**config.mk**
```make
export PLATFORM = sky130hd
export DESIGN_NAME = dtc_timer_unit
export DESIGN_NICKNAME = d
export VERILOG_FILES = /design/src/hdl/dtc_pkg.sv /design/src/hdl/dtc_timer_unit.sv /design/src/hdl/dtc_cycle_div.sv /design/src/hdl/dtc_pin_sampler.sv
export VERILOG_INCLUDE_DIRS = /design/src /design/src/hdl
export SDC_FILE = /design/constraint.sdc
export NUM_CORES = 1
export LEC_CHECK = 0
export BUFFER_PORTS_ARGS = -buffer_cell sky130_fd_sc_hd__buf_4
export CAP_MARGIN = 20
export CORE_MARGIN = 2
export CORE_UTILIZATION = 51
export DETAILED_ROUTE_END_ITERATION = 6
export GPL_TIMING_DRIVEN = 0
export PLACE_DENSITY = 0.7
export SETUP_SLACK_MARGIN = 0.05
export SYNTH_ARGS = -nofsm -noshare
export SYNTH_HDL_FRONTEND = slang
export SYNTH_SLANG_ARGS = --single-unit
```
**constraint.sdc**
```tcl
create_clock -name CLK -period 5.2 [get_ports CLK]
set_input_delay 0.78 -clock CLK [delete_from_list [all_inputs] [get_ports CLK]]
set_output_delay 0.78 -clock CLK [all_outputs]
set_load 0.01 [all_outputs]
```
**src/hdl/dtc_cfg.svh**
```systemverilog
`ifndef DTC_CFG_SVH
`define DTC_CFG_SVH

// ==============================
// Register offsets
`define DTC_ADDR_CTRL_FLAGS 8'h88
`define DTC_ADDR_MODE_SEL 8'h89
`define DTC_ADDR_CNT0_LO 8'h8A
`define DTC_ADDR_CNT1_LO 8'h8B
`define DTC_ADDR_CNT0_HI 8'h8C
`define DTC_ADDR_CNT1_HI 8'h8D

// ==============================
// Reset values
`define DTC_CTRL_RESET 8'h00
`define DTC_MODE_RESET 8'h00
`define DTC_CNT_RESET 8'h00

// ==============================
// Control flags register fields
`define DTC_OVF_ONE_BIT 7
`define DTC_RUN_ONE_BIT 6
`define DTC_OVF_ZERO_BIT 5
`define DTC_RUN_ZERO_BIT 4
`define DTC_EXT_ONE_BIT 3
`define DTC_TYPE_ONE_BIT 2
`define DTC_EXT_ZERO_BIT 1
`define DTC_TYPE_ZERO_BIT 0

// ==============================
// Mode select register fields
`define DTC_GATE_ONE_BIT 7
`define DTC_SEL_ONE_BIT 6
`define DTC_MODE_ONE_HI 5
`define DTC_MODE_ONE_LO 4
`define DTC_GATE_ZERO_BIT 3
`define DTC_SEL_ZERO_BIT 2
`define DTC_MODE_ZERO_HI 1
`define DTC_MODE_ZERO_LO 0

// ==============================
// Timing: oscillator periods per machine cycle
`define DTC_CYCLE_CLKS 6

`endif

```
**src/hdl/dtc_pkg.sv**
```systemverilog
package dtc_pkg;

	// ==============================
	// Operating modes of one timer
	typedef enum logic [1:0]
	{
		DTC_MODE_13BIT,
		DTC_MODE_16BIT,
		DTC_MODE_RELOAD,
		DTC_MODE_SPLIT
	} dtc_mode_t;

	// ==============================
	// Register access request from the core
	typedef struct packed
	{
		logic wr;
		logic rd;
		logic [7:0] addr;
		logic [7:0] wdata;
	} dtc_sfr_req_t;

	// ==============================
	// Result of one count step
	typedef struct packed
	{
		logic [7:0] hi;
		logic [7:0] lo;
		logic ovf;
	} dtc_step_t;

endpackage

```
**src/hdl/dtc_timer_unit.sv**
```systemverilog
`timescale 1ns/1ps
`default_nettype none
`include "dtc_cfg.svh"

// Summary of operation
// - Timer operation adds one per machine cycle of six clocks.
// - Counter operation samples its pin per machine cycle; high then low counts.
// - Count from a detected edge appears in the following machine cycle.
// - Mode register: timer 1 in bits 7..4, timer 0 in bits 3..0.
// - Count only while run bit set and gating clear or interrupt pin high.
// - Select bit clear counts machine cycles; set counts own pin edges.
// - Mode 00 is 13 bits: high byte plus low five bits of low byte.
// - Rollover from all ones to zeros sets the overflow flag.
// - Setting a run bit leaves the count bytes untouched.
// - Mode 01 cascades both bytes into a full 16-bit counter.
// - Mode 10 counts low byte, reloads it from high byte on overflow.
// - Timer 1 in mode 11 stops and holds, as if run cleared.
// - Timer 0 mode 11 splits; high byte uses timer 1 run and flag.
// - Timer 1 still runs unless mode 11 and feeds the serial port.
// - Overflow flags set by hardware, cleared by vectoring or software.
// - Run bits at control bits 6 and 4 start and stop timers.
// - External flags set by edge or low level, cleared by service or software.
// - Type bits select falling edge or low level triggering.
// - Mode and control registers reset to all zeros.
module dtc_timer_unit #(
	parameter int CYCLE_CLKS = `DTC_CYCLE_CLKS
) (
	// Clock and reset
	input wire logic CLK,
	input wire logic RST,
	// Register access from the core
	input wire dtc_pkg::dtc_sfr_req_t SFR_REQ,
	output logic [7:0] SFR_RDATA,
	// Pins
	input wire logic COUNT_PIN_ZERO,
	input wire logic COUNT_PIN_ONE,
	input wire logic EXT_IRQ_PIN_ZERO,
	input wire logic EXT_IRQ_PIN_ONE,
	// Interrupt service acknowledges
	input wire logic ACK_OVF_ZERO,
	input wire logic ACK_OVF_ONE,
	input wire logic ACK_EXT_ZERO,
	input wire logic ACK_EXT_ONE,
	// Interrupt requests
	output logic OVF_REQ_ZERO,
	output logic OVF_REQ_ONE,
	output logic EXT_REQ_ZERO,
	output logic EXT_REQ_ONE,
	// Timer 1 overflow for the serial port
	output logic SERIAL_TICK
);
	import dtc_pkg::*;

	// ==============================
	// Count step for one timer
	function automatic dtc_step_t count_step(input dtc_mode_t mode, input logic [7:0] hi,
		input logic [7:0] lo);
		dtc_step_t s;
		logic [12:0] v13;
		logic [15:0] v16;
		s.hi = hi;
		s.lo = lo;
		s.ovf = 1'b0;
		v13 = {hi, lo[4:0]} + 13'h0001;
		v16 = {hi, lo} + 16'h0001;
		case (mode)
			DTC_MODE_13BIT:
			begin
				// upper three low bits left as they are
				s.ovf = ({hi, lo[4:0]} == 13'h1FFF);
				s.hi = v13[12:5];
				s.lo[4:0] = v13[4:0];
			end
			DTC_MODE_16BIT:
			begin
				s.ovf = ({hi, lo} == 16'hFFFF);
				s.hi = v16[15:8];
				s.lo = v16[7:0];
			end
			DTC_MODE_RELOAD:
			begin
				// reload low byte from high byte
				s.ovf = (lo == 8'hFF);
				s.lo = s.ovf ? hi : lo + 8'h01;
			end
			default:
			begin
				s.ovf = (lo == 8'hFF);
				s.lo = lo + 8'h01;
			end
		endcase
		return s;
	endfunction

	// ==============================
	// Registers
	logic [7:0] ctrl_q;
	logic [7:0] ctrl_d;
	logic [7:0] mode_q;
	logic [7:0] lo0_q;
	logic [7:0] lo0_d;
	logic [7:0] hi0_q;
	logic [7:0] hi0_d;
	logic [7:0] lo1_q;
	logic [7:0] lo1_d;
	logic [7:0] hi1_q;
	logic [7:0] hi1_d;
	logic [7:0] rdata_q;
	logic [7:0] rdata_d;
	logic serial_q;

	// ==============================
	// Machine cycle and pin sampling
	wire logic mc_en;
	wire logic [3:0] pins = {EXT_IRQ_PIN_ONE, EXT_IRQ_PIN_ZERO, COUNT_PIN_ONE, COUNT_PIN_ZERO};
	wire logic [3:0] level;
	wire logic [3:0] fall;

	dtc_cycle_div #(
		.CYCLE_CLKS(CYCLE_CLKS)
	) u_div (
		.clk(CLK),
		.rst(RST),
		.en_q(mc_en)
	);

	genvar gi;
	generate
		for (gi = 0; gi < 4; gi++)
		begin : g_samp
			dtc_pin_sampler u_samp (
				.clk(CLK),
				.rst(RST),
				.mc_en(mc_en),
				.pin(pins[gi]),
				.level_q(level[gi]),
				.fall_q(fall[gi])
			);
		end
	endgenerate

	// ==============================
	// Register access decode
	wire logic wr_ctrl = SFR_REQ.wr && (SFR_REQ.addr == `DTC_ADDR_CTRL_FLAGS);
	wire logic wr_mode = SFR_REQ.wr && (SFR_REQ.addr == `DTC_ADDR_MODE_SEL);
	wire logic wr_lo0 = SFR_REQ.wr && (SFR_REQ.addr == `DTC_ADDR_CNT0_LO);
	wire logic wr_hi0 = SFR_REQ.wr && (SFR_REQ.addr == `DTC_ADDR_CNT0_HI);
	wire logic wr_lo1 = SFR_REQ.wr && (SFR_REQ.addr == `DTC_ADDR_CNT1_LO);
	wire logic wr_hi1 = SFR_REQ.wr && (SFR_REQ.addr == `DTC_ADDR_CNT1_HI);

	// ==============================
	// Mode select fields
	// per-timer field layout
	wire logic gate0 = mode_q[`DTC_GATE_ZERO_BIT];
	wire logic sel0 = mode_q[`DTC_SEL_ZERO_BIT];
	wire dtc_mode_t mode0 = dtc_mode_t'(mode_q[`DTC_MODE_ZERO_HI:`DTC_MODE_ZERO_LO]);
	wire logic gate1 = mode_q[`DTC_GATE_ONE_BIT];
	wire logic sel1 = mode_q[`DTC_SEL_ONE_BIT];
	wire dtc_mode_t mode1 = dtc_mode_t'(mode_q[`DTC_MODE_ONE_HI:`DTC_MODE_ONE_LO]);
	wire logic run0 = ctrl_q[`DTC_RUN_ZERO_BIT];
	wire logic run1 = ctrl_q[`DTC_RUN_ONE_BIT];
	wire logic split0 = (mode0 == DTC_MODE_SPLIT);

	// ==============================
	// Count enables
	// run and gating
	wire logic en0 = run0 && (!gate0 || EXT_IRQ_PIN_ZERO);
	// timer 1 halts in mode 11
	wire logic en1 = run1 && (!gate1 || EXT_IRQ_PIN_ONE) && (mode1 != DTC_MODE_SPLIT);
	// machine cycles or own pin edges
	// edge detected in one cycle counts at the next
	wire logic tick0 = en0 && mc_en && (!sel0 || fall[0]);
	wire logic tick1 = en1 && mc_en && (!sel1 || fall[1]);
	// split high byte counts machine cycles under timer 1 run
	wire logic tick_hi0 = split0 && run1 && mc_en;

	wire dtc_step_t step0 = count_step(mode0, hi0_q, lo0_q);
	wire dtc_step_t step1 = count_step(mode1, hi1_q, lo1_q);

	wire logic ovf0_set = tick0 && step0.ovf;
	wire logic ovf1_own = tick1 && step1.ovf;
	// split high byte takes over timer 1 flag
	wire logic ovf1_set = split0 ? (tick_hi0 && (hi0_q == 8'hFF)) : ovf1_own;

	// ==============================
	// Count byte next values
	// software write wins
	// run bit writes never touch counts
	assign lo0_d = wr_lo0 ? SFR_REQ.wdata : (tick0 ? step0.lo : lo0_q);
	assign hi0_d = wr_hi0 ? SFR_REQ.wdata :
		split0 ? (tick_hi0 ? hi0_q + 8'h01 : hi0_q) :
		(tick0 ? step0.hi : hi0_q);
	assign lo1_d = wr_lo1 ? SFR_REQ.wdata : (tick1 ? step1.lo : lo1_q);
	assign hi1_d = wr_hi1 ? SFR_REQ.wdata : (tick1 ? step1.hi : hi1_q);

	// ==============================
	// External interrupt detection
	// type 1 falling edge, type 0 low level
	wire logic ext0_set = mc_en &&
		(ctrl_q[`DTC_TYPE_ZERO_BIT] ? fall[2] : !level[2]);
	wire logic ext1_set = mc_en &&
		(ctrl_q[`DTC_TYPE_ONE_BIT] ? fall[3] : !level[3]);

	// ==============================
	// Control flags next value
	wire logic [7:0] ctrl_base = wr_ctrl ? SFR_REQ.wdata : ctrl_q;
	always_comb
	begin
		// run and type bits as software wrote them
		ctrl_d = ctrl_base;
		ctrl_d[`DTC_OVF_ZERO_BIT] = (ctrl_base[`DTC_OVF_ZERO_BIT] && !ACK_OVF_ZERO) || ovf0_set;
		ctrl_d[`DTC_OVF_ONE_BIT] = (ctrl_base[`DTC_OVF_ONE_BIT] && !ACK_OVF_ONE) || ovf1_set;
		ctrl_d[`DTC_EXT_ZERO_BIT] = (ctrl_base[`DTC_EXT_ZERO_BIT] && !ACK_EXT_ZERO) || ext0_set;
		ctrl_d[`DTC_EXT_ONE_BIT] = (ctrl_base[`DTC_EXT_ONE_BIT] && !ACK_EXT_ONE) || ext1_set;
	end

	// ==============================
	// Read data
	always_comb
	begin
		case (SFR_REQ.addr)
			`DTC_ADDR_CTRL_FLAGS: rdata_d = ctrl_q;
			`DTC_ADDR_MODE_SEL: rdata_d = mode_q;
			`DTC_ADDR_CNT0_LO: rdata_d = lo0_q;
			`DTC_ADDR_CNT0_HI: rdata_d = hi0_q;
			`DTC_ADDR_CNT1_LO: rdata_d = lo1_q;
			`DTC_ADDR_CNT1_HI: rdata_d = hi1_q;
			default: rdata_d = 8'h00;
		endcase
	end

	// ==============================
	// State registers
	always_ff @(posedge CLK or posedge RST)
	begin
		if (RST)
		begin
			ctrl_q <= `DTC_CTRL_RESET;
			mode_q <= `DTC_MODE_RESET;
			lo0_q <= `DTC_CNT_RESET;
			hi0_q <= `DTC_CNT_RESET;
			lo1_q <= `DTC_CNT_RESET;
			hi1_q <= `DTC_CNT_RESET;
		end
		else
		begin
			ctrl_q <= ctrl_d;
			mode_q <= wr_mode ? SFR_REQ.wdata : mode_q;
			lo0_q <= lo0_d;
			hi0_q <= hi0_d;
			lo1_q <= lo1_d;
			hi1_q <= hi1_d;
		end
	end

	always_ff @(posedge CLK or posedge RST)
	begin
		if (RST)
		begin
			rdata_q <= 8'h00;
			serial_q <= 1'b0;
		end
		else
		begin
			rdata_q <= SFR_REQ.rd ? rdata_d : rdata_q;
			// timer 1 overflow to serial port, also in split
			serial_q <= ovf1_own;
		end
	end

	// ==============================
	// Outputs
	assign SFR_RDATA = rdata_q;
	assign OVF_REQ_ZERO = ctrl_q[`DTC_OVF_ZERO_BIT];
	assign OVF_REQ_ONE = ctrl_q[`DTC_OVF_ONE_BIT];
	assign EXT_REQ_ZERO = ctrl_q[`DTC_EXT_ZERO_BIT];
	assign EXT_REQ_ONE = ctrl_q[`DTC_EXT_ONE_BIT];
	assign SERIAL_TICK = serial_q;
endmodule

`default_nettype wire

```
**src/hdl/dtc_cycle_div.sv**
```systemverilog
`timescale 1ns/1ps
`default_nettype none

// Machine cycle enable: one pulse every CYCLE_CLKS clocks
module dtc_cycle_div #(
	parameter int CYCLE_CLKS = 6
) (
	// Clock and reset
	input wire logic clk,
	input wire logic rst,
	// Enable pulse
	output logic en_q
);
	localparam int CW = (CYCLE_CLKS > 2) ? $clog2(CYCLE_CLKS) : 1;
	localparam logic [CW-1:0] LAST = CW'(CYCLE_CLKS - 1);

	logic [CW-1:0] cnt_q;
	wire logic wrap = (cnt_q == LAST);

	generate
		if (CYCLE_CLKS < 2)
		begin : g_bad_div
			$error("dtc_cycle_div: CYCLE_CLKS must be at least 2");
		end
	endgenerate

	always_ff @(posedge clk or posedge rst)
	begin
		if (rst)
		begin
			cnt_q <= '0;
			en_q <= 1'b0;
		end
		else
		begin
			cnt_q <= wrap ? '0 : cnt_q + CW'(1);
			en_q <= wrap;
		end
	end
endmodule

`default_nettype wire

```
**src/hdl/dtc_pin_sampler.sv**
```systemverilog
`timescale 1ns/1ps
`default_nettype none

// Samples a pin once per machine cycle and flags a high-then-low pair
module dtc_pin_sampler (
	// Clock and reset
	input wire logic clk,
	input wire logic rst,
	// Machine cycle enable and pin
	input wire logic mc_en,
	input wire logic pin,
	// Sampled level and falling edge, held for one machine cycle
	output logic level_q,
	output logic fall_q
);
	always_ff @(posedge clk or posedge rst)
	begin
		if (rst)
		begin
			level_q <= 1'b1;
			fall_q <= 1'b0;
		end
		else if (mc_en)
		begin
			level_q <= pin;
			fall_q <= level_q & ~pin;
		end
	end
endmodule

`default_nettype wire

```
==> run_results.csv <==
group,metric,value,unit
min_path,hold_path_class,"flip-flop to flip-flop",
route,drt_pass1_iterations,5,
place,place.detailed.hpwl,9291,um
timing,hold_viol_final,0,
worst_setup_path,crit_arrival,2.59,ns
route,route.detailed.wl_per_inst,19.18,um
worst_setup_path,worst_ep_required_time,5.45,ns
place,pre_cts_ws,2.597,ns
global_routing,pin_count_of_the_biggest_net_entering_global_routing,70,
power_and_ir_drop,clock_power_share,0.395,
global_routing,globalRoute.totalOverflow,0,
timing,final.setup_skew,0.01225,ns
power_and_ir_drop,power_leakage,2.229,nW
global_routing,grt_pass1_wl,20900,um
power_and_ir_drop,internal_power,0.9885,mW
worst_setup_path,end_kind,"flip-flop",
clock_tree,postCtsSetupBuffers,0,
synthesis,synth_enable_flop_cells,0,
synthesis,netlist.area_leader.share,0.3614,
power_and_ir_drop,pwr-share-seq,0.453,
floorplanning,core_area,8636,sq um
global_routing,vias_in_the_first_global_route,3959,
synthesis,mappedNetlistArea,4501,sq um
finish,number_of_antenna_repair_diodes,0,
synthesis,synth.ff_latch_count,69,
finish,num-fill-cells,742,
clock_tree,cts-htree-levels,3,
worst_setup_path,start_kind,"flip-flop",
floorplanning,fp.dieH,97.94,um
timing,sum_of_negative_setup_slack,0,ns
route,routed_wirelength,12890,um
synthesis,ys.flop_type,"sky130_fd_sc_hd__dfrtp_1",
power_and_ir_drop,power.share.switching,0.2941,
floorplanning,pin_count,41,
clock_tree,cts.reportedPaths.clkPinSlew,0.09,ns
synthesis,synth-warning-count,0,
route,initial_drc_count,318,
place,port_buffers,39,
clock_tree,cts_root_buffer,"sky130_fd_sc_hd__clkbuf_8",
synthesis,synth.largest_area_cell,"sky130_fd_sc_hd__dfrtp_1",
floorplanning,die-width,97.94,um
clock_tree,clockBufferDepth,2,
finish,post_route_insts_no_fill,672,
synthesis,syn-instance-count,509,
power_and_ir_drop,power_density,270.5,nW/um^2
finish,areaGrowthSynthToFinish,15.04,%
finish,area.sequential,1732,sq um
worst_setup_path,worstSetupStartpoint,"lo1_q[0]$_DFFE_PP0P_",
synthesis,synth_sequential_area_ratio,0.3848,
run_status,outcome,"finished, final reports clean",
power_and_ir_drop,p_comb_frac,0.152,
timing,finalHoldWorstSlack,0.4990,ns
floorplanning,start_util,0.5212,
worst_setup_path,critical_path.max_fanout,8,
finish,design.final.nets,598,
route,drtAntennaViolNets,0,
power_and_ir_drop,fin_total_pwr,1.400,mW
timing,setup_ws,2.852,ns
synthesis,ys_types,66,
worst_setup_path,timing.rr.start,"lo1_q[0]$_DFFE_PP0P_",
floorplanning,num_rows,34,
floorplanning,die_area,9592,sq um
timing,max_slew_margin,0.4164,
timing,report.final.slew_viol_count,0,
synthesis,syn-num-nets,548,
clock_tree,cts.sinks,69,
clock_tree,num_cts_buffers,9,
flow_run,max_cap_violations,0,
finish,layout_commonest_cell,"sky130_fd_sc_hd__dfrtp_1",
synthesis,syn_avg_cell_area,8.842,sq um
min_path,min_from,"u_div.cnt_q[0]$_DFF_PP0_",
clock_tree,post_cts_resize_count,0,
finish,postLayoutCoreUtil,0.5995,
global_routing,antenna_found_initial,0,
timing,max_freq,0.4258,GHz
route,vias_per_cell,6.134,
power_and_ir_drop,netSwitchingPower,0.4118,mW
clock_tree,tritoncts,"built",
place,placedCellCount,656,
place,placed_area,4931,sq um
synthesis,fraction_of_registers_with_async_set_reset,1.000,
timing,post-route-period-util,0.4516,
timing,finalCriticalPeriod,2.349,ns
power_and_ir_drop,max-vdd-ir-drop,0.1599,mV
route,drc,0,
finish,multi_input_area,2580,sq um
finish,stdcell_area,5177,sq um
finish,final_cell_mix,"65 x sky130_fd_sc_hd__dfrtp_1, 55 x sky130_fd_sc_hd__nand2_1, 45 x sky130_fd_sc_hd__nor2_1",
synthesis,synth_top_cells_by_area,"sky130_fd_sc_hd__dfrtp_1 36%, sky130_fd_sc_hd__nand2_1 4.6%, sky130_fd_sc_hd__mux2i_1 4.2%",
worst_setup_path,worstSetupPathType,"flip-flop to flip-flop",
timing,setup-violations-final,0,
timing,setup_repair_after_global_routing_missed_its_margin,"no",
global_routing,track_usage,0.2741,
finish,layout-drive-gt1-share,0.1791,
clock_tree,postCtsHoldBufs,0,
clock_tree,worst_skew_pair.late_latency,0.36,ns
timing,max_slew.worst_pin.slew,0.8682,ns
route,dr_total_vias,4122,
place,globalplace.congestion,0.9664,
==> critical path: stages, from the launching register on <==
cell	delay, ns
sky130_fd_sc_hd__dfrtp_1	0.47
sky130_fd_sc_hd__ha_1	0.30
sky130_fd_sc_hd__and4_1	0.21
sky130_fd_sc_hd__clkbuf_1	0.28
sky130_fd_sc_hd__nand2_1	0.24
sky130_fd_sc_hd__a21oi_1	0.30
sky130_fd_sc_hd__nor2_1	0.08
sky130_fd_sc_hd__a211oi_1	0.25
sky130_fd_sc_hd__o31ai_1	0.10
==> final timing paths <==
kind / endpoint / slack [ns] / cells past startpoint
hold / removal: u_div.cnt_q[0]$_DFF_PP0_ / 0.50 / 1
max in group asynchronous: SFR_RDATA[0]$_DFFE_PP0P_ / 4.06 / 2
setup reg to reg: lo1_q[3]$_DFFE_PP0P_ / 2.85 / 8
hold reg to reg: u_div.cnt_q[0]$_DFF_PP0_ / 0.50 / 1
setup / recovery: lo1_q[3]$_DFFE_PP0P_ / 2.85 / 8
min in group asynchronous: u_div.en_q$_DFF_PP0_ / 0.60 / 2
==> cell type report <==
cell class              count  share of cell area
flip-flops and latches     69              0.3345
inverters                  20             0.01498
well taps                 108             0.02610
repair buffers             39             0.05655
multi-input cells         394              0.4983
clock inverters             7             0.02368
clock buffers               9             0.02392
plain buffers              26             0.02199
==> flip-flops by register name, indices dropped and copies added (netlist names), 8 cells and up <==
signal / count
lo1_q: 8
mode_q: 8
lo0_q: 8
ctrl_q: 8
SFR_RDATA: 8
hi1_q: 8
hi0_q: 8
==> power by group through the flow <==
stage | Clock [mW] | Sequential, mW | Combinational, mW
final | 0.553 | 0.634 | 0.213
after global routing | 0.573 | 0.640 | 0.238
after CTS | 0.553 | 0.632 | 0.210
after detailed placement | 0 | 0.642 | 0.208
after global placement | 0 | 0.639 | 0.202
after floorplan | 0 | 0.624 | 0.141
==> synthesized netlist by cell type (all sizes together) (9+ instances only) <==
library cell / n
a21oi: 32
buf: 10
clkbuf: 16
dfrtp: 65
ha: 11
inv: 20
mux2: 16
mux2i: 20
nand2: 57
nand2b: 9
nand3: 17
nand4: 12
nor2: 47
nor2b: 9
o211ai: 9
o21ai: 44
o22ai: 14
xor2: 16
==> kinds of logic (layout without fill, tap and decap cells) <==
group,Yosys count,after routing,share of synthesized area
XOR/XNOR,18,18,0.03503
multiplexers,37,37,0.09230
flip-flops,69,69,0.3848
adder cells (fa/ha/maj),11,11,0.03058
AO/OA/AOI/OAI,137,137,0.1921
AND/OR/NAND/NOR,191,191,0.2232
buffers and inverters,46,101,0.04198
==> per-layer routing <==
metal,wire length [um],vias to the layer above,global-route usage
met4,232,0,0.08654
li1,-,1954,-
met1,5751,1949,0.4037
met3,1147,20,0.04939
met2,5762,199,0.4120
met5,0,-,0
Note: power is estimated with default switching activity, not from simulation.
